<file path="config.mk">
export PLATFORM = sky130hd
export DESIGN_NAME = llt_threshold
export DESIGN_NICKNAME = d
export VERILOG_FILES = /design/src/rtl/llt_pkg.sv /design/src/rtl/llt_lux_scale.sv /design/src/rtl/llt_threshold.sv
export SDC_FILE = /design/constraint.sdc
export NUM_CORES = 1
export LEC_CHECK = 0
export ABC_AREA = 1
export BUFFER_PORTS_ARGS = -buffer_cell sky130_fd_sc_hd__buf_2
export CAP_MARGIN = 20
export CORE_MARGIN = 5
export CORE_UTILIZATION = 48
export DETAILED_ROUTE_END_ITERATION = 10
export PLACE_DENSITY = 0.8
export SYNTH_ARGS = -nofsm -noshare
export SYNTH_HDL_FRONTEND = slang
export SYNTH_SLANG_ARGS = --single-unit
</file>
<file path="constraint.sdc">
create_clock -name clk -period 2.25 [get_ports clk]
set_clock_uncertainty 0.15 [all_clocks]
set_input_delay 0.1125 -clock clk [delete_from_list [all_inputs] [get_ports clk]]
set_output_delay 0.1125 -clock clk [all_outputs]
set_load 0.01 [all_outputs]
</file>
<file path="src/rtl/llt_pkg.sv">
package llt_pkg;

  // ****************************************
  // Register map
  // ****************************************
  localparam logic [7:0]  LLT_THRESH_OFFSET = 8'h02;
  localparam logic [15:0] LLT_THRESH_RESET  = 16'h0000;
  localparam int          LLT_EXP_MSB       = 15;
  localparam int          LLT_EXP_LSB       = 12;
  localparam int          LLT_MANT_MSB      = 11;
  localparam int          LLT_MANT_LSB      = 0;
  localparam int          LLT_EXP_W         = 4;
  localparam int          LLT_MANT_W        = 12;

  // ****************************************
  // Lux scale, counted in units of 0.01 lux
  // ****************************************
  localparam logic [3:0]  LLT_MAX_EXP       = 4'hB;
  localparam int          LLT_LUX_W         = 27;
  localparam logic [26:0] LLT_FULL_SCALE_CL = 27'h07FF800;
  localparam int          LLT_SCALE_LATENCY = 1;

endpackage : llt_pkg

</file>
<file path="src/rtl/llt_lux_scale.sv">
`timescale 1ns/1ps
`default_nettype none
module llt_lux_scale
  import llt_pkg::*;
#(
  parameter int EXP_W  = LLT_EXP_W,
  parameter int MANT_W = LLT_MANT_W,
  parameter int LUX_W  = LLT_LUX_W
) (
  input  wire logic              clk,
  input  wire logic              reset,
  input  wire logic              in_valid,
  input  wire logic [EXP_W-1:0]  exponent,
  input  wire logic [MANT_W-1:0] mantissa,
  output var  logic              out_valid,
  output var  logic              in_range,
  output var  logic [LUX_W-1:0]  lux
);

  // ****************************************
  // Elaboration check
  // ****************************************
  // Too narrow a result would silently drop high lux bits
  if (LUX_W < MANT_W + (1 << EXP_W) - 1) begin : g_bad_width
    $error("llt_lux_scale: LUX_W too small for the largest exponent");
  end

  logic              out_valid_reg;
  logic              out_valid_next;
  logic              in_range_reg;
  logic              in_range_next;
  logic [LUX_W-1:0]  lux_reg;
  logic [LUX_W-1:0]  lux_next;

  // ****************************************
  // Mantissa shifted by exponent, in 0.01 lux
  // ****************************************
  always_comb begin
    out_valid_next = in_valid;
    in_range_next  = in_range_reg;
    lux_next       = lux_reg;
    if (in_valid) begin
      lux_next      = LUX_W'(mantissa) << exponent;
      in_range_next = (exponent <= EXP_W'(LLT_MAX_EXP));
    end
  end

  always_ff @(posedge clk or posedge reset) begin
    if (reset) begin
      out_valid_reg <= 1'b0;
      in_range_reg  <= 1'b0;
      lux_reg       <= '0;
    end else begin
      out_valid_reg <= out_valid_next;
      in_range_reg  <= in_range_next;
      lux_reg       <= lux_next;
    end
  end

  assign out_valid = out_valid_reg;
  assign in_range  = in_range_reg;
  assign lux       = lux_reg;

endmodule : llt_lux_scale
`default_nettype wire

</file>
<file path="src/rtl/llt_threshold.sv">
`timescale 1ns/1ps
`default_nettype none
module llt_threshold
  import llt_pkg::*;
(
  input  wire logic                  clk,
  input  wire logic                  reset,
  input  wire logic                  thresh_wr_en,
  input  wire logic [15:0]           thresh_wr_data,
  input  wire logic                  result_valid,
  input  wire logic [LLT_EXP_W-1:0]  result_exponent,
  input  wire logic [LLT_MANT_W-1:0] result_mantissa,
  output var  logic [15:0]           thresh_rd_data,
  output var  logic [LLT_EXP_W-1:0]  low_thresh_exponent,
  output var  logic [LLT_MANT_W-1:0] low_thresh_mantissa,
  output var  logic [LLT_LUX_W-1:0]  thresh_lux,
  output var  logic                  thresh_defined,
  output var  logic [LLT_LUX_W-1:0]  result_lux,
  output var  logic                  cmp_valid,
  output var  logic                  result_below_low
);

  // ****************************************
  // Threshold register
  // ****************************************
  logic [15:0] thresh_reg;
  logic [15:0] thresh_next;

  always_comb begin
    thresh_next = thresh_reg;
    if (thresh_wr_en) begin
      thresh_next[LLT_EXP_MSB:LLT_EXP_LSB]   = thresh_wr_data[LLT_EXP_MSB:LLT_EXP_LSB];
      thresh_next[LLT_MANT_MSB:LLT_MANT_LSB] = thresh_wr_data[LLT_MANT_MSB:LLT_MANT_LSB];
    end
  end

  always_ff @(posedge clk or posedge reset) begin
    if (reset) begin
      thresh_reg <= LLT_THRESH_RESET;
    end else begin
      thresh_reg <= thresh_next;
    end
  end

  // Lower limit fields taken straight from the register; the flag logic sees them one cycle later through u_thresh_scale
  assign thresh_rd_data      = thresh_reg;
  assign low_thresh_exponent = thresh_reg[LLT_EXP_MSB:LLT_EXP_LSB];
  assign low_thresh_mantissa = thresh_reg[LLT_MANT_MSB:LLT_MANT_LSB];

  // ****************************************
  // Both sides scaled by two instances of the same converter
  // ****************************************
  // One shared coding keeps threshold and result on one lux scale
  logic t_valid;
  logic r_valid;
  logic r_in_range;

  llt_lux_scale u_thresh_scale (
    .clk       (clk),
    .reset     (reset),
    .in_valid  (1'b1),
    .exponent  (low_thresh_exponent),
    .mantissa  (low_thresh_mantissa),
    .out_valid (t_valid),
    .in_range  (thresh_defined),
    .lux       (thresh_lux)
  );

  llt_lux_scale u_result_scale (
    .clk       (clk),
    .reset     (reset),
    .in_valid  (result_valid),
    .exponent  (result_exponent),
    .mantissa  (result_mantissa),
    .out_valid (r_valid),
    .in_range  (r_in_range),
    .lux       (result_lux)
  );

  // ****************************************
  // Comparison in lux
  // ****************************************
  logic cmp_valid_reg;
  logic cmp_valid_next;
  logic below_reg;
  logic below_next;

  always_comb begin
    cmp_valid_next = r_valid;
    below_next     = below_reg;
    if (r_valid) begin
      // Reserved exponents never report below; no defined limit exists
      below_next = t_valid && thresh_defined && r_in_range
                   && (result_lux < thresh_lux);
    end
  end

  always_ff @(posedge clk or posedge reset) begin
    if (reset) begin
      cmp_valid_reg <= 1'b0;
      below_reg     <= 1'b0;
    end else begin
      cmp_valid_reg <= cmp_valid_next;
      below_reg     <= below_next;
    end
  end

  assign cmp_valid        = cmp_valid_reg;
  assign result_below_low = below_reg;

  // ****************************************
  // Assertions
  // ****************************************
  logic [LLT_LUX_W-1:0] thresh_scaled_chk;
  logic [LLT_LUX_W-1:0] result_scaled_chk;

  assign thresh_scaled_chk = LLT_LUX_W'(low_thresh_mantissa) << low_thresh_exponent;
  assign result_scaled_chk = LLT_LUX_W'(result_mantissa) << result_exponent;

  a_exp_write: assert property (
    @(posedge clk) disable iff (reset)
    thresh_wr_en |=> low_thresh_exponent == $past(thresh_wr_data[15:12]))
    else $error("exponent field did not take the written value");

  a_mant_write: assert property (
    @(posedge clk) disable iff (reset)
    thresh_wr_en |=> low_thresh_mantissa == $past(thresh_wr_data[11:0]))
    else $error("mantissa field did not take the written value");

  a_thresh_hold: assert property (
    @(posedge clk) disable iff (reset)
    !thresh_wr_en |=> $stable(thresh_rd_data))
    else $error("threshold changed without a write");

  a_thresh_scale: assert property (
    @(posedge clk) disable iff (reset)
    thresh_wr_en ##1 !thresh_wr_en |=> thresh_lux == $past(thresh_scaled_chk))
    else $error("threshold lux is not mantissa times two to the exponent");

  a_level_defined: assert property (
    @(posedge clk) disable iff (reset)
    !$past(reset) |-> thresh_defined == ($past(low_thresh_exponent) <= LLT_MAX_EXP))
    else $error("defined flag disagrees with exponent level");

  a_full_scale: assert property (
    @(posedge clk) disable iff (reset)
    (low_thresh_exponent == 4'hB && low_thresh_mantissa == 12'hFFF)
    |=> thresh_lux == LLT_FULL_SCALE_CL)
    else $error("top level full scale is wrong");

  a_same_scale: assert property (
    @(posedge clk) disable iff (reset)
    result_valid |=> result_lux == $past(result_scaled_chk))
    else $error("result not scaled like the threshold");

  a_cmp_latency: assert property (
    @(posedge clk) disable iff (reset)
    result_valid |=> ##1 cmp_valid)
    else $error("comparison not reported two cycles after result");

  a_cmp_value: assert property (
    @(posedge clk) disable iff (reset)
    (cmp_valid && $past(thresh_defined) && $past(r_in_range))
    |-> result_below_low == ($past(result_lux) < $past(thresh_lux)))
    else $error("below flag disagrees with lux comparison");

  a_cmp_reserved: assert property (
    @(posedge clk) disable iff (reset)
    (cmp_valid && !$past(thresh_defined)) |-> !result_below_low)
    else $error("reserved threshold exponent reported below");

  // Reset checks carry no disable so they see the reset itself
  a_reset_clear: assert property (
    @(posedge clk)
    reset |-> thresh_rd_data == LLT_THRESH_RESET)
    else $error("threshold register not cleared by reset");

  a_reset_quiet: assert property (
    @(posedge clk)
    reset |-> !cmp_valid && !result_below_low)
    else $error("comparison outputs not cleared by reset");

  a_thresh_track: assert property (
    @(posedge clk) disable iff (reset)
    !$past(reset) |-> thresh_lux == $past(thresh_scaled_chk))
    else $error("threshold lux does not follow the register");

  a_lsb_step: assert property (
    @(posedge clk) disable iff (reset)
    low_thresh_mantissa == 12'h001
    |=> thresh_lux == (27'h0000001 << $past(low_thresh_exponent)))
    else $error("one mantissa step is not two to the exponent");

  a_defined_high: assert property (
    @(posedge clk) disable iff (reset)
    low_thresh_exponent > LLT_MAX_EXP |=> !thresh_defined)
    else $error("reserved exponent reported as a defined level");

  a_result_hold: assert property (
    @(posedge clk) disable iff (reset)
    !result_valid |=> $stable(result_lux))
    else $error("result lux changed without a new result");

  a_cmp_pulse: assert property (
    @(posedge clk) disable iff (reset)
    !r_valid |=> !cmp_valid)
    else $error("comparison reported without a scaled result");

  a_below_hold: assert property (
    @(posedge clk) disable iff (reset)
    !cmp_valid |-> $stable(result_below_low))
    else $error("below flag changed outside a comparison");

  a_cmp_equal: assert property (
    @(posedge clk) disable iff (reset)
    (cmp_valid && $past(result_lux) == $past(thresh_lux)) |-> !result_below_low)
    else $error("equal result and limit reported below");

  a_result_reserved: assert property (
    @(posedge clk) disable iff (reset)
    (cmp_valid && !$past(r_in_range)) |-> !result_below_low)
    else $error("reserved result exponent reported below");

endmodule : llt_threshold
`default_nettype wire

</file>
==> metrics.log <==
INFO  metric synth_top_area_frac = 0.422
INFO  metric drt-initial-drc-count = around 270
INFO  metric power_switching_share = 0.351
INFO  metric cts_buffers = 9
INFO  metric final_nets = 754
INFO  metric slew_headroom = 0.579
INFO  metric r2r_start = u_result_scale.lux[26]
INFO  metric min_period_over_period = 0.811
INFO  metric worst_pin_slew = around 0.63 ns
INFO  metric chipHeight = roughly 110 µm
INFO  metric grt_first_pass_wirelength = ~20 mm
INFO  metric vias_per_cell = 5.22
INFO  metric ys_warn_count = 0
INFO  metric rsz_0062_raised_after_global_routing = false
INFO  metric drive_above_1_share = 0.265
INFO  metric drc = 0
INFO  metric antennaDiodeCount = 0
INFO  metric drtAntennaViolNets = 0
INFO  metric initial_core_util = 0.490
INFO  metric asyncSetResetFlopFracSynth = 1.00
INFO  metric core.rowCount = 35
INFO  metric result_of_the_run = complete, no violations
INFO  metric grt_pass1_vias = about 4,000
INFO  metric critPathArrivalTime = slightly below 2 ns
INFO  metric cp-end-kind = flop
INFO  metric pwr-share-seq = 0.425
INFO  metric critical_path_required = 2.40 ns
INFO  metric clock_latency = roughly 0.36 ns
INFO  metric synth_sequential_area_ratio = 0.422
INFO  metric setup_violations = 0
INFO  metric worstSetupPathType = in2reg
INFO  metric drv.max_cap_violation_count = 0
INFO  metric fp.dieW = ~110 µm
INFO  metric synth_fp_nets = between 600 and 700
INFO  metric edff_count_synth = 0
INFO  metric grt_antenna_before_repair = 0
INFO  metric period_minus_ws_final = 1.82 ns
INFO  metric internal-power = around 2.5 mW
INFO  metric design.core.area = just over 9000 µm²
INFO  metric avgRoutedWirePerCell = roughly 15 µm
INFO  metric power.density = slightly above 700 nW/µm²
INFO  metric netlist_instances = between 500 and 600
INFO  metric mappedNetlistArea = 4500 µm²
INFO  metric first_pass_iters = 4
INFO  metric post_synth_num_cell_types = 37
INFO  metric place.port_buffers = around 120
INFO  metric fillCellCount = approximately 840
INFO  metric grt.total_usage = 0.219
INFO  metric share_clk_of_total_power = 0.286
INFO  metric clock_sinks = between 70 and 80
INFO  metric fmax = 0.548 GHz
INFO  metric synth.top_cells.by_area = sky130_fd_sc_hd__dfrtp_1, sky130_fd_sc_hd__nand2_1, sky130_fd_sc_hd__ha_1
INFO  metric cts_tree = done
INFO  metric worst_hold_startpoint = result_mantissa[0]
INFO  metric p_leak = between 3 and 4 nW
INFO  metric rrSetupSlack = approximately 0.46 ns
INFO  metric final_critical_path_setup_slack = approximately 0.43 ns
INFO  metric hold_path_class = in2reg
INFO  metric worstSetupStartpoint = result_valid
INFO  metric synth_seq_cells = 76
INFO  metric cts_resized = 0
INFO  metric synth_top_flop_cell = sky130_fd_sc_hd__dfrtp_1
INFO  metric synthToLayoutAreaGrowth = 21.9%
INFO  metric synthesis.area_per_instance = between 7 and 8 µm²
INFO  metric gpl.final_weighted_congestion = about 0.95
INFO  metric setup_tns = 0 ns
INFO  metric setup_ws_pre_cts = 0.468 ns
INFO  metric p_switching = around 1.4 mW
INFO  metric detailed_place_hpwl = between 9 and 10 mm
INFO  metric hold_violations = 0
INFO  metric pin_count_of_the_biggest_net_entering_global_routing = 77
INFO  metric vdd_ir_drop_max = 0.448 mV
INFO  metric overall_die_area = approximately 11,000 µm²
INFO  metric clock_tree.htree_level_count = 3
INFO  metric slew_violations = 0
INFO  metric io_pins = about 130
INFO  metric grt.overflow.total = 0
INFO  metric path_max_fanout = 28
INFO  metric drt_wl_total = 12.4 mm
INFO  metric cts_max_path_buffers = 2
INFO  metric cts-root-buf = sky130_fd_sc_hd__clkbuf_8
INFO  metric netlist.top_cell.by_area = sky130_fd_sc_hd__dfrtp_1
INFO  metric p_comb_frac = 0.289
INFO  metric detailroute.via_count = roughly 4,200
INFO  metric worst_setup_path_start_kind = input pin
INFO  metric worst_setup_hold_path_clk_slew = roughly 0.090 ns
[routing by layer]
layer  vias to the layer above  routed length [µm]  track usage
li1                       2073                   -            -
met1                      1964                5240        0.284
met2                       166                6000        0.366
met3                        16                 927       0.0470
met4                         0                 210       0.0740
met5                         -                   0            0
[worst max-delay path: stages]
cell and delay (ns):
sky130_fd_sc_hd__dlygate4sd3_1 0.53, sky130_fd_sc_hd__buf_2 0.17, sky130_fd_sc_hd__inv_2 0.36, sky130_fd_sc_hd__nand2_1 0.12
sky130_fd_sc_hd__o31ai_1 0.09, sky130_fd_sc_hd__dlygate4sd3_1 0.59
[power groups by stage]
stage,logic [mW],clock network [mW],registers (mW)
floorplan,0.702,0,1.70
global placement,1.06,0,1.68
detailed placement,1.09,0,1.68
CTS,1.13,1.14,1.66
global route,1.26,1.18,1.68
finish,1.13,1.12,1.66
[worst paths after layout]
kind,cells past startpoint,endpoint
hold reg to reg,0,cmp_valid
min in group asynchronous,4,u_thresh_scale.lux[16]
setup reg to reg,8,result_below_low
setup / recovery,6,u_result_scale.lux[25]
hold / removal,5,u_result_scale.lux[0]
max in group asynchronous,4,thresh_rd_data[6]
[Yosys cell counts, types with 2 or more instances]
library cell and instances:
sky130_fd_sc_hd__o31ai_1 2, sky130_fd_sc_hd__o21ai_2 21, sky130_fd_sc_hd__o211ai_1 2, sky130_fd_sc_hd__clkbuf_1 7
sky130_fd_sc_hd__buf_2 12, sky130_fd_sc_hd__or2_2 2, sky130_fd_sc_hd__nand2_2 4, sky130_fd_sc_hd__a21o_1 3
sky130_fd_sc_hd__buf_4 16, sky130_fd_sc_hd__nand2_1 176, sky130_fd_sc_hd__nand4_1 5, sky130_fd_sc_hd__mux2i_1 7
sky130_fd_sc_hd__nand3_1 29, sky130_fd_sc_hd__buf_6 4, sky130_fd_sc_hd__dfrtp_1 76, sky130_fd_sc_hd__or2_1 3
sky130_fd_sc_hd__ha_1 26, sky130_fd_sc_hd__a32o_1 2, sky130_fd_sc_hd__mux2_2 3, sky130_fd_sc_hd__o21ai_1 17
sky130_fd_sc_hd__a22o_1 2, sky130_fd_sc_hd__and2_1 2, sky130_fd_sc_hd__inv_1 59, sky130_fd_sc_hd__nor3_1 3
sky130_fd_sc_hd__a22oi_1 4, sky130_fd_sc_hd__a21oi_1 9, sky130_fd_sc_hd__inv_2 4, sky130_fd_sc_hd__o21ai_0 29
sky130_fd_sc_hd__nor2_1 32
[final cells by class]
| type | count | area, µm² | area share |
|---|---|---|---|
| inverters | 65 | 245 | 0.0447 |
| multi-input cells | 389 | 2100 | 0.383 |
| clock inverters | 4 | 55.1 | 0.0100 |
| well taps | 111 | 139 | 0.0253 |
| flip-flops and latches | 76 | 1900 | 0.347 |
| repair buffers | 151 | 888 | 0.162 |
| clock buffers | 12 | 155 | 0.0283 |
[what timing repair did]
| action | 4_1_cts | 5_1_grt |
|---|---|---|
| hold endpoints to repair | 97 | 0 |
| buffers inserted | 0 | 0 |
| hold buffers | 21 | 0 |
[cells by family (layout without fill, tap and decap cells)]
family                   count (synthesis)  after routing  share of synthesized area
multiplexers                            11             11                     0.0261
flip-flops                              76             76                      0.422
AND/OR/NAND/NOR                        258            258                      0.235
other                                    1              1                   0.000833
AO/OA/AOI/OAI                           93             93                      0.133
adder cells (fa/ha/maj)                 26             26                     0.0723
buffers and inverters                  104            232                      0.110
[stage by stage]
step | std cells | power, mW | util | hold slack [ns] | area [µm²]
after CTS | 808 | 3.93 | 0.597 | 0.0170 | 5490
after detailed placement | 771 | 2.78 | 0.551 | 0.0787 | 5070
after global placement | 771 | 2.74 | 0.551 | 0.0750 | 5070
after floorplan | 569 | 2.40 | - | -0.00607 | 4500
after global routing | 808 | 4.12 | 0.597 | 0.0535 | 5490
final | 808 | 3.90 | 0.597 | 0.0298 | 5490
[cells in the final DEF (no fill, tap or decap), types with 2 or more instances in the layout]
cell type                       netlist  layout
sky130_fd_sc_hd__nand2_1            176     176
sky130_fd_sc_hd__buf_2               12     124
sky130_fd_sc_hd__dfrtp_1             76      76
sky130_fd_sc_hd__inv_1               59      58
sky130_fd_sc_hd__nor2_1              32      32
sky130_fd_sc_hd__nand3_1             29      29
sky130_fd_sc_hd__o21ai_0             29      29
sky130_fd_sc_hd__ha_1                26      26
sky130_fd_sc_hd__o21ai_2             21      21
sky130_fd_sc_hd__dlygate4sd3_1        0      21
sky130_fd_sc_hd__o21ai_1             17      17
sky130_fd_sc_hd__clkbuf_8             0      11
sky130_fd_sc_hd__a21oi_1              9       9
sky130_fd_sc_hd__mux2i_1              7       7
sky130_fd_sc_hd__inv_2                4       5
sky130_fd_sc_hd__nand4_1              5       5
sky130_fd_sc_hd__buf_4               16       5
sky130_fd_sc_hd__a22oi_1              4       4
sky130_fd_sc_hd__nand2_2              4       4
sky130_fd_sc_hd__nor3_1               3       3
sky130_fd_sc_hd__or2_1                3       3
sky130_fd_sc_hd__a21o_1               3       3
sky130_fd_sc_hd__mux2_2               3       3
sky130_fd_sc_hd__and2_1               2       2
sky130_fd_sc_hd__or2_2                2       2
sky130_fd_sc_hd__o211ai_1             2       2
sky130_fd_sc_hd__a22o_1               2       2
sky130_fd_sc_hd__o31ai_1              2       2
sky130_fd_sc_hd__a32o_1               2       2
sky130_fd_sc_hd__inv_6                0       2
Note: power is estimated with default switching activity, not from simulation.
